==> config.mk <==
export PLATFORM = sky130hd
export DESIGN_NAME = dsp_sdram
export DESIGN_NICKNAME = d
export VERILOG_FILES = /design/src/rtl/dsp_sdram.v /design/src/rtl/dsp_sync2.v /design/src/rtl/dsp_fifo.v
export VERILOG_INCLUDE_DIRS = /design/src /design/src/common
export SDC_FILE = /design/constraint.sdc
export NUM_CORES = 2
export LEC_CHECK = 0
export BUFFER_PORTS_ARGS = -buffer_cell sky130_fd_sc_hd__buf_4
export CAP_MARGIN = 20
export CORE_ASPECT_RATIO = 1.2
export CORE_MARGIN = 5
export CORE_UTILIZATION = 55
export DETAILED_ROUTE_END_ITERATION = 12
export PLACE_DENSITY_LB_ADDON = 0.3
export SLEW_MARGIN = 20
export SYNTH_ARGS = -nofsm -noshare
export SYNTH_HDL_FRONTEND = slang
export SYNTH_MEMORY_MAX_BITS = 65536
export SYNTH_SLANG_ARGS = --single-unit
==> constraint.sdc <==
create_clock -name clk -period 5.4 [get_ports clk]
set_input_delay 0.54 -clock clk [delete_from_list [all_inputs] [get_ports clk]]
set_output_delay 0.54 -clock clk [all_outputs]
set_load 0.02 [all_outputs]
==> src/common/dsp_consts.vh <==
`ifndef DSP_CONSTS_VH
`define DSP_CONSTS_VH

// ----------------------------------------------------------------
// Command codes {chip select, row strobe, column strobe, write enable}
// ----------------------------------------------------------------
`define DSP_CMD_MRS      4'h0
`define DSP_CMD_REFRESH  4'h1
`define DSP_CMD_PRECHG   4'h2
`define DSP_CMD_ACTIVATE 4'h3
`define DSP_CMD_WRITE    4'h4
`define DSP_CMD_READ     4'h5
`define DSP_CMD_NOP      4'h7

// ----------------------------------------------------------------
// Address field positions
// ----------------------------------------------------------------
`define DSP_ROW_W        14
`define DSP_COL_W        10
`define DSP_AP_BIT       10
`define DSP_EMR1_DIFF    10
`define DSP_EMR2_HTSR    7
`define DSP_BANK_MODE    3'h0
`define DSP_BANK_EMR1    3'h1
`define DSP_BANK_EMR2    3'h2

// ----------------------------------------------------------------
// Timing and sizes
// ----------------------------------------------------------------
`define DSP_BURST_BEATS  4
`define DSP_READ_LAT     3
`define DSP_MEM_AW       8
`define DSP_FIFO_DEPTH   16
`define DSP_FIFO_AW      4
`define DSP_CLK_NS       10
`define DSP_REFI_NORM_NS 7800
`define DSP_REFI_HOT_NS  3900
`define DSP_REFI_NORM_CY (`DSP_REFI_NORM_NS / `DSP_CLK_NS)
`define DSP_REFI_HOT_CY  (`DSP_REFI_HOT_NS / `DSP_CLK_NS)

`endif

==> src/rtl/dsp_sdram.v <==
`include "dsp_consts.vh"
`default_nettype none

// Notes on behaviour
// - Hot self refresh allowed only with extended mode reg two bit 7 set.
// - Activate takes a 14-bit row from address lines 0 to 13.
// - Read/write take column from lines 0 to 9; line 10 is auto precharge.
// - Three bank select lines pick one of eight banks.
// - Termination control registered high enables termination, low disables.
// - Strobe edge-aligned with read data, centred in write data eye.
// - Lower strobe times lines 0-7, upper strobe times lines 8-15; here an edge on either strobe captures all 16 write lines.
// - Complement strobes used only when extended mode reg one bit 10 set.
// - Commands ignored when active-low chip select registered high.
// - Command decoded from chip select, row, column strobe, write enable.
// - A write beat with its byte mask high is not stored, per byte.
// - Byte masks sampled on both strobe edges like write data.
// - Address and control registered on rising edge of true clock.
// - Read data driven on both clock edges, two transfers per cycle.
// - Clock enable registered high runs internal clocking; low stops it.
module dsp_sdram (
  // Clock and reset
  input  wire        clk,
  input  wire        nrst,
  // Memory clock and command pins
  input  wire        memClk,
  input  wire        clockEnable,
  input  wire        chipSelectN,
  input  wire        rowStrobeN,
  input  wire        colStrobeN,
  input  wire        writeEnableN,
  input  wire [2:0]  bank_select,
  input  wire [13:0] address,
  input  wire        termination_control,
  // Data pins
  input  wire [15:0] dataIn,
  output reg  [15:0] dataOut,
  output reg         dataOeN,
  input  wire        lower_byte_mask,
  input  wire        upper_byte_mask,
  input  wire        lowerStrobeIn,
  input  wire        upperStrobeIn,
  output reg         lower_byte_strobe,
  output reg         upper_byte_strobe,
  output reg         lowerStrobeCompl,
  output reg         upperStrobeCompl,
  output reg         strobeOeN,
  output reg         complStrobeOeN,
  // Status
  input  wire        caseHot,
  output reg         terminationOn,
  output reg         selfRefreshOn,
  output reg         hotSelfRefreshOn,
  output reg         refreshLate
);

  // ----------------------------------------------------------------
  // Pin synchronisers
  // ----------------------------------------------------------------
  wire [28:0] pinSync;
  dsp_sync2 #(.W(29)) uSync (
    .clk  (clk),
    .nrst (nrst),
    .din  ({memClk, clockEnable, chipSelectN, rowStrobeN, colStrobeN, writeEnableN,
            bank_select, address, termination_control, lowerStrobeIn, upperStrobeIn,
            lower_byte_mask, upper_byte_mask, caseHot}),
    .dout (pinSync)
  );
  wire       sClk   = pinSync[28];
  wire       sCke   = pinSync[27];
  wire [3:0] sCmd   = pinSync[26:23];
  wire [2:0] sBank  = pinSync[22:20];
  wire [13:0] sAddr = pinSync[19:6];
  wire       sOdt   = pinSync[5];
  wire       sLdqs  = pinSync[4];
  wire       sUdqs  = pinSync[3];
  wire       sLdm   = pinSync[2];
  wire       sUdm   = pinSync[1];
  wire       sHot   = pinSync[0];
  wire [15:0] sData;
  dsp_sync2 #(.W(16)) uDataSync (
    .clk  (clk),
    .nrst (nrst),
    .din  (dataIn),
    .dout (sData)
  );

  // ----------------------------------------------------------------
  // Edge detection on the memory clock and strobes
  // ----------------------------------------------------------------
  reg  clkPrev_q;
  reg  ldqsPrev_q;
  reg  udqsPrev_q;
  wire clkRise = sClk && !clkPrev_q;
  wire clkFall = !sClk && clkPrev_q;
  wire ldqsEdge = sLdqs ^ ldqsPrev_q;
  wire udqsEdge = sUdqs ^ udqsPrev_q;

  // ----------------------------------------------------------------
  // Device state
  // ----------------------------------------------------------------
  localparam [3:0] ST_IDLE  = 4'h1;
  localparam [3:0] ST_WRITE = 4'h2;
  localparam [3:0] ST_READ  = 4'h4;
  localparam [3:0] ST_SREF  = 4'h8;

  reg [3:0]  state_q;
  reg        ckeReg_q;
  reg [13:0] rowOpen_q [0:7];
  reg [7:0]  bankOpen_q;
  reg [13:0] emr1_q;
  reg [13:0] emr2_q;
  reg [2:0]  burstBank_q;
  reg [9:0]  burstCol_q;
  reg        burstAp_q;
  reg [2:0]  beat_q;
  reg [2:0]  latency_q;
  reg [15:0] refCount_q;
  reg [`DSP_MEM_AW-1:0] rdAddr_q;
  reg [15:0] mem [0:(1<<`DSP_MEM_AW)-1];

  wire [31:0] refLimitWide = sHot ? `DSP_REFI_HOT_CY : `DSP_REFI_NORM_CY;
  wire [15:0] refLimit = refLimitWide[15:0];
  wire        diffStrobe = emr1_q[`DSP_EMR1_DIFF];
  wire        hotSrAllowed = emr2_q[`DSP_EMR2_HTSR];
  wire        cmdValid = clkRise && ckeReg_q && !sCmd[3];
  wire [`DSP_MEM_AW-1:0] beatAddr = {burstBank_q, burstCol_q[4:0] + {2'h0, beat_q}};

  // Write beats pass through the FIFO before reaching the array
  wire        fifoInReady;
  wire        fifoOutValid;
  wire [17+`DSP_MEM_AW:0] fifoOut;
  wire        wrBeat = (state_q == ST_WRITE) && (ldqsEdge || udqsEdge);
  dsp_fifo #(.W(18 + `DSP_MEM_AW), .D(`DSP_FIFO_DEPTH), .AW(`DSP_FIFO_AW)) uFifo (
    .clk      (clk),
    .nrst     (nrst),
    .inValid  (wrBeat),
    .inReady  (fifoInReady),
    .inData   ({beatAddr, sUdm, sLdm, sData}),
    .outValid (fifoOutValid),
    .outReady (1'b1),
    .outData  (fifoOut)
  );

  // Each byte lane keeps its old contents when its own mask is high
  wire [`DSP_MEM_AW-1:0] wrAddr = fifoOut[17+`DSP_MEM_AW:18];
  wire [15:0]            wrWord;
  genvar g;
  generate
    for (g = 0; g < 2; g = g + 1) begin : gLane
      assign wrWord[8*g+7:8*g] = fifoOut[16+g] ? mem[wrAddr][8*g+7:8*g]
                                               : fifoOut[8*g+7:8*g];
    end
  endgenerate

  always @(posedge clk) begin
    if (fifoOutValid) begin
      mem[wrAddr] <= wrWord;
    end
  end

  integer i;
  always @(posedge clk or negedge nrst) begin
    if (!nrst) begin
      clkPrev_q   <= 1'b0;
      ldqsPrev_q  <= 1'b0;
      udqsPrev_q  <= 1'b0;
      state_q     <= ST_IDLE;
      ckeReg_q    <= 1'b0;
      bankOpen_q  <= 8'h00;
      emr1_q      <= 14'h0000;
      emr2_q      <= 14'h0000;
      burstBank_q <= 3'h0;
      burstCol_q  <= 10'h000;
      burstAp_q   <= 1'b0;
      beat_q      <= 3'h0;
      latency_q   <= 3'h0;
      refCount_q  <= 16'h0000;
      rdAddr_q    <= {`DSP_MEM_AW{1'b0}};
      for (i = 0; i < 8; i = i + 1) begin
        rowOpen_q[i] <= 14'h0000;
      end
    end else begin
      clkPrev_q  <= sClk;
      ldqsPrev_q <= sLdqs;
      udqsPrev_q <= sUdqs;
      if (clkRise) begin
        ckeReg_q <= sCke;
      end
      // Counts system clocks so the limit does not depend on the link rate
      if (refCount_q != 16'hFFFF) begin
        refCount_q <= refCount_q + 16'h0001;
      end
      case (state_q)
        ST_IDLE: begin
          if (clkRise && !sCke && ckeReg_q && sCmd == `DSP_CMD_REFRESH) begin
            state_q    <= ST_SREF;
            refCount_q <= 16'h0000;
          end else if (cmdValid) begin
            case (sCmd)
              `DSP_CMD_ACTIVATE: begin
                rowOpen_q[sBank]  <= sAddr;
                bankOpen_q[sBank] <= 1'b1;
              end
              `DSP_CMD_PRECHG: begin
                if (sAddr[`DSP_AP_BIT]) begin
                  bankOpen_q <= 8'h00;
                end else begin
                  bankOpen_q[sBank] <= 1'b0;
                end
              end
              `DSP_CMD_WRITE: begin
                burstBank_q <= sBank;
                burstCol_q  <= sAddr[`DSP_COL_W-1:0];
                burstAp_q   <= sAddr[`DSP_AP_BIT];
                beat_q      <= 3'h0;
                state_q     <= ST_WRITE;
              end
              `DSP_CMD_READ: begin
                burstBank_q <= sBank;
                burstCol_q  <= sAddr[`DSP_COL_W-1:0];
                burstAp_q   <= sAddr[`DSP_AP_BIT];
                beat_q      <= 3'h0;
                latency_q   <= 3'h0;
                rdAddr_q    <= {sBank, sAddr[4:0]};
                state_q     <= ST_READ;
              end
              `DSP_CMD_REFRESH: begin
                refCount_q <= 16'h0000;
              end
              `DSP_CMD_MRS: begin
                if (sBank == `DSP_BANK_EMR1) begin
                  emr1_q <= sAddr;
                end else if (sBank == `DSP_BANK_EMR2) begin
                  emr2_q <= sAddr;
                end
              end
              default: begin
              end
            endcase
          end
        end
        ST_WRITE: begin
          if (wrBeat && fifoInReady) begin
            beat_q <= beat_q + 3'h1;
            if (beat_q == `DSP_BURST_BEATS - 1) begin
              state_q <= ST_IDLE;
              if (burstAp_q) begin
                bankOpen_q[burstBank_q] <= 1'b0;
              end
            end
          end
        end
        ST_READ: begin
          if (clkRise && latency_q != `DSP_READ_LAT) begin
            latency_q <= latency_q + 3'h1;
          end else if ((clkRise || clkFall) && latency_q == `DSP_READ_LAT) begin
            beat_q   <= beat_q + 3'h1;
            rdAddr_q <= beatAddr + 1'b1;
            if (beat_q == `DSP_BURST_BEATS - 1) begin
              state_q <= ST_IDLE;
              if (burstAp_q) begin
                bankOpen_q[burstBank_q] <= 1'b0;
              end
            end
          end
        end
        ST_SREF: begin
          refCount_q <= 16'h0000;
          if (clkRise && sCke) begin
            state_q  <= ST_IDLE;
            ckeReg_q <= 1'b1;
          end
        end
        default: begin
          state_q <= ST_IDLE;
        end
      endcase
    end
  end

  // ----------------------------------------------------------------
  // Pin drivers and status, all registered
  // ----------------------------------------------------------------
  wire readDrive = (state_q == ST_READ) && (latency_q == `DSP_READ_LAT);

  always @(posedge clk or negedge nrst) begin
    if (!nrst) begin
      dataOut           <= 16'h0000;
      dataOeN           <= 1'b1;
      lower_byte_strobe <= 1'b0;
      upper_byte_strobe <= 1'b0;
      lowerStrobeCompl  <= 1'b1;
      upperStrobeCompl  <= 1'b1;
      strobeOeN         <= 1'b1;
      complStrobeOeN    <= 1'b1;
      terminationOn     <= 1'b0;
      selfRefreshOn     <= 1'b0;
      hotSelfRefreshOn  <= 1'b0;
      refreshLate       <= 1'b0;
    end else begin
      // Strobe edges launch with the data so they stay edge aligned
      dataOeN           <= !readDrive;
      strobeOeN         <= !readDrive;
      complStrobeOeN    <= !(readDrive && diffStrobe);
      // Delayed clock sample matches the one-cycle address-to-data lag
      dataOut           <= mem[rdAddr_q];
      lower_byte_strobe <= readDrive ? clkPrev_q : 1'b0;
      upper_byte_strobe <= readDrive ? clkPrev_q : 1'b0;
      lowerStrobeCompl  <= readDrive ? !clkPrev_q : 1'b1;
      upperStrobeCompl  <= readDrive ? !clkPrev_q : 1'b1;
      if (clkRise && ckeReg_q) begin
        terminationOn <= sOdt;
      end
      selfRefreshOn    <= (state_q == ST_SREF);
      hotSelfRefreshOn <= (state_q == ST_SREF) && sHot && hotSrAllowed;
      refreshLate      <= (refCount_q > refLimit);
    end
  end

endmodule

`default_nettype wire

==> src/rtl/dsp_sync2.v <==
`default_nettype none

module dsp_sync2 #(
  parameter W = 1
) (
  // Clock and reset
  input  wire         clk,
  input  wire         nrst,
  // Data
  input  wire [W-1:0] din,
  output reg  [W-1:0] dout
);

  reg [W-1:0] meta_q;

  always @(posedge clk or negedge nrst) begin
    if (!nrst) begin
      meta_q <= {W{1'b0}};
      dout   <= {W{1'b0}};
    end else begin
      meta_q <= din;
      dout   <= meta_q;
    end
  end

endmodule

`default_nettype wire

==> src/rtl/dsp_fifo.v <==
`default_nettype none

module dsp_fifo #(
  parameter W  = 18,
  parameter D  = 16,
  parameter AW = 4
) (
  // Clock and reset
  input  wire         clk,
  input  wire         nrst,
  // Fill side
  input  wire         inValid,
  output wire         inReady,
  input  wire [W-1:0] inData,
  // Drain side
  output wire         outValid,
  input  wire         outReady,
  output wire [W-1:0] outData
);

  reg [W-1:0] mem [0:D-1];
  reg [AW:0]  wrPtr_q;
  reg [AW:0]  rdPtr_q;
  wire        full;
  wire        empty;

  assign full     = (wrPtr_q[AW] != rdPtr_q[AW]) && (wrPtr_q[AW-1:0] == rdPtr_q[AW-1:0]);
  assign empty    = (wrPtr_q == rdPtr_q);
  assign inReady  = !full;
  assign outValid = !empty;
  assign outData  = mem[rdPtr_q[AW-1:0]];

  always @(posedge clk) begin
    if (inValid && !full) begin
      mem[wrPtr_q[AW-1:0]] <= inData;
    end
  end

  always @(posedge clk or negedge nrst) begin
    if (!nrst) begin
      wrPtr_q <= {(AW+1){1'b0}};
      rdPtr_q <= {(AW+1){1'b0}};
    end else begin
      if (inValid && !full) begin
        wrPtr_q <= wrPtr_q + 1'b1;
      end
      if (outReady && !empty) begin
        rdPtr_q <= rdPtr_q + 1'b1;
      end
    end
  end

endmodule

`default_nettype wire

==> flow_summary_export.csv <==
group,metric,value,unit
synthesis,mappedNetlistArea,181000,um2
pwr,int_power,73.7,mW
sta,clock-skew-final,0.0711,ns
floorplan,die_area,341000,um2
synthesis,synthFlopType,"edfxtp_1",
synthesis,post-synth-top-count-cell,"edfxtp_1",
layout,nFillCells,21703,
floorplan,die_h,639,um
synthesis,synth.avg_cell_area,20.7,um2
sta,setup_total_negative_slack,0,ns
layout,multi_input_area,38900,um2
global_route,grt_max_degree,249,
floorplan,floorplan.initialDensity,55.1,%
layout,nNetsFinal,9305,
setup_path,startpoint,"uFifo.rdPtr_q[0]$_DFFE_PN0P_",
flow_run,number_of_max_cap_violations,0,
setup_path,worst_path_buf_inv,0,
layout,area_growth,12.4,%
global_route,antenna_found_initial,18,
sta,worst_slew_pin_slew,1.23,ns
setup_path,worstSetupStartpointType,"flop",
setup_path,slowest_stage,"o31ai_2",
sta,setup_repair_after_global_routing_missed_its_margin,"false",
place,detailed_place_hpwl,260000,um
synthesis,synth_sequential_area_ratio,76.9,%
place,port_buffers,66,
layout,post_route_cells_drive_above_1_share,23.8,%
global_route,grt.total_usage,25.4,%
sta,worst_slew_margin_rel,17.2,%
clock_network,tritoncts,"done",
pwr,power.sequential.fraction,48.9,%
sta,hold_violations,0,
hold_path,hold_start,"dataIn[1]",
synthesis,synthesis.nets,8829,
synthesis,count_of_mapped_cells_out_of_synthesis,8762,
floorplan,horizontal_die_dimension,534,um
synthesis,yosys_warnings,0,
drt,route.vias.total,89958,
pwr,totalPowerFinal,106,mW
clock_network,postCtsSetupBuffers,0,
synthesis,post_synth_top_area_share,74.8,%
global_route,overflow,0,
synthesis,synth_top_area_cell,"edfxtp_1",
sta,period_minus_slack,4.81,ns
pwr,combinational_fraction_of_design_power,21.9,%
pwr,p_per_area,520,nW/um2
setup_path,r2r_start,"uFifo.rdPtr_q[0]$_DFFE_PN0P_",
sta,setup-violations-final,0,
setup_path,setup.worst_path.end_class,"flop",
setup_path,slowest_stage_delay_cp,0.96,ns
clock_network,clk_latency,0.94,ns
setup_path,path_class,"flop to flop",
clock_network,cts_hold_repair.buffers,39,
clock_network,worst_setup_hold_path_clk_slew,0.06,ns
floorplan,io_pins,74,
place,routabilityCongestion,0.878,
clock_network,cts_htree_levels,5,
setup_path,cp_top_family,"simple AND/OR/NAND/NOR gates",
floorplan,core_area,329000,um2
synthesis,synth.distinct_cells,73,
synthesis,post_synth_most_frequent_cells,"4512 x edfxtp_1, 992 x mux4_2, 691 x nor2_1",
sta,slew_viol_final,0,
setup_path,worst-endpoint-required,5.94,ns
layout,register_area,139000,um2
setup_path,worst_ep_arrival_time,5.35,ns
drt,routed_via_density,6.46,
drt,detail_route.first_pass.iterations,6,
sta,finalCritPeriodShare,89.1,%
layout,final_util,61.9,%
clock_network,clock-root-buffer,"clkbuf_16",
pwr,switching_fraction_of_total_power,30.5,%
synthesis,synth-seq-cells,4670,
drt,route.final.wire_length,435000,um
clock_network,post_cts_resize_count,0,
floorplan,placement_rows,231,
sta,timing.fmax,0.208,GHz
pwr,max-vdd-ir-drop,0.858,mV
drt,detailedRoute.firstIterationViolations,11541,
global_route,vias_in_the_first_global_route,91669,
status,outcome,"finished clean",
clock_network,clockBufferDepth,4,
pwr,p_switching,32.3,mW
drt,post-route-drc-count,0,
setup_path,path_cells,"mux4_2 > mux2_2 > o31ai_2 > and2_1 > nand2_2 > nor2_1",
clock_network,clock_sinks,4670,
drt,routedWlPerCell,31.2,um
clock_network,numCtsBuffers,434,
pwr,power.leakage,62.8,nW
drt,postRouteAntennaNets,0,
hold_path,min-delay-path-class,"input pin to flop",
pwr,share_clk_of_total_power,29.2,%
synthesis,synth_enable_flop_cells,4512,
synthesis,yosys-top-cells-area,"edfxtp_1 75%, mux4_2 12%, mux2i_1 2.9%",
setup_path,r2r_slack,0.59,ns
synthesis,postSynth.asyncResetShare,3.38,%
global_route,grt_first_pass_wirelength,636000,um
setup_path,cp_max_fo,24,
-- worst register-to-register path: cells and delay by family (launching register included) --
kind,cells,cell delay (ns)
and+or+nand+nor,3,1.85
AOI/OAI and AO/OA,1,0.96
muxes,2,0.91
DFF,1,0.72
-- kinds of logic after synthesis --
family / count (synthesis) / synth area share (%)
XOR/XNOR: 33 / 0.159
AND/OR/NAND/NOR: 1229 / 2.93
AO/OA/AOI/OAI: 708 / 2.61
buffers and inverters: 549 / 1.76
multiplexers: 1553 / 15.4
flip-flops: 4670 / 76.9
adder cells (fa/ha/maj): 20 / 0.142
-- power by group through the flow --
stage / clock, mW / sequential (mW) / combinational, mW
global route: 32.9 / 51.9 / 24.4
global placement: 0 / 52.4 / 22.2
finish: 30.9 / 51.8 / 23.3
CTS: 31.3 / 51.8 / 23.3
detailed placement: 0 / 52.5 / 23.2
floorplan: 0 / 53.1 / 10.9
-- metal layers --
| layer | vias up | global-route usage [%] | routed length, um |
|---|---|---|---|
| met5 | - | 0 | 13 |
| met4 | 2 | 9.59 | 18800 |
| met3 | 904 | 4.49 | 41600 |
| met2 | 4923 | 41.7 | 216000 |
| met1 | 46938 | 34.6 | 158000 |
| li1 | 37191 | - | - |
-- cell type report --
class | count | area share, %
clock inverter | 293 | 1.51
clock buffer | 509 | 5.57
tap | 4310 | 2.65
timing repair buffer | 570 | 2.60
multi-input combinational | 3543 | 19.1
inverter | 19 | 0.0412
antenna | 22 | 0.0270
sequential | 4670 | 68.5
-- worst paths after layout --
kind                       cells after the start                             to
hold reg to reg                                0       uSync.dout[27]$_DFF_PN0_
min in group asynchronous                      2       refCount_q[11]$_DFF_PN0_
setup / recovery                               6           mem[17][1]$_DFFE_PP_
max in group asynchronous                      3           dataOut[4]$_DFF_PN0_
hold / removal                                 2  uDataSync.meta_q[1]$_DFF_PN0_
setup reg to reg                               6           mem[17][1]$_DFFE_PP_
-- sequential cells by signal, indices dropped and copies added (netlist names), 3 cells and up, named ones only --
name,cells
uFifo.mem,416
uFifo.wrPtr_q,5
mem,4096
uSync.dout,22
dataOut,16
beat_q,3
uSync.meta_q,22
uFifo.rdPtr_q,5
state_q,4
uDataSync.dout,16
latency_q,3
burstCol_q,5
burstBank_q,3
rdAddr_q,8
refCount_q,16
uDataSync.meta_q,16
-- cell usage in the layout, fill, tap and decap left out, types with 18 or more instances in the layout --
cell type and count:
o221ai_1 134, a21oi_1 138, nor2_1 678, clkinv_2 92
clkbuf_16 440, xor2_1 19, nor3_1 88, clkinvlp_4 31
clkbuf_1 62, ha_1 19, o22ai_1 188, a22oi_1 38
nand3_1 54, nand2_1 208, bufinv_16 57, mux2i_1 532
dlygate4sd3_1 39, clkinv_1 80, nor4_1 34, a211oi_1 18
or3_1 24, mux2_2 29, edfxtp_1 4512, mux4_2 976
buf_12 71, diode_2 22, buf_4 458, o21ai_0 97
dfrtp_1 145
-- per-stage QoR --
stage               hold slack (ns)  area [um2]  std cells  worst slack (ns)
finish                        0.252      204000      13936             0.587
global route                  0.207      204000      13924             0.408
CTS                           0.179      204000      13913             0.623
detailed placement            0.335      189000      13072             0.605
global placement              0.333      189000      13072             0.695
floorplan                     0.244      181000       8762              1.01
No activity file was read; power rests on OpenSTA's default activity.
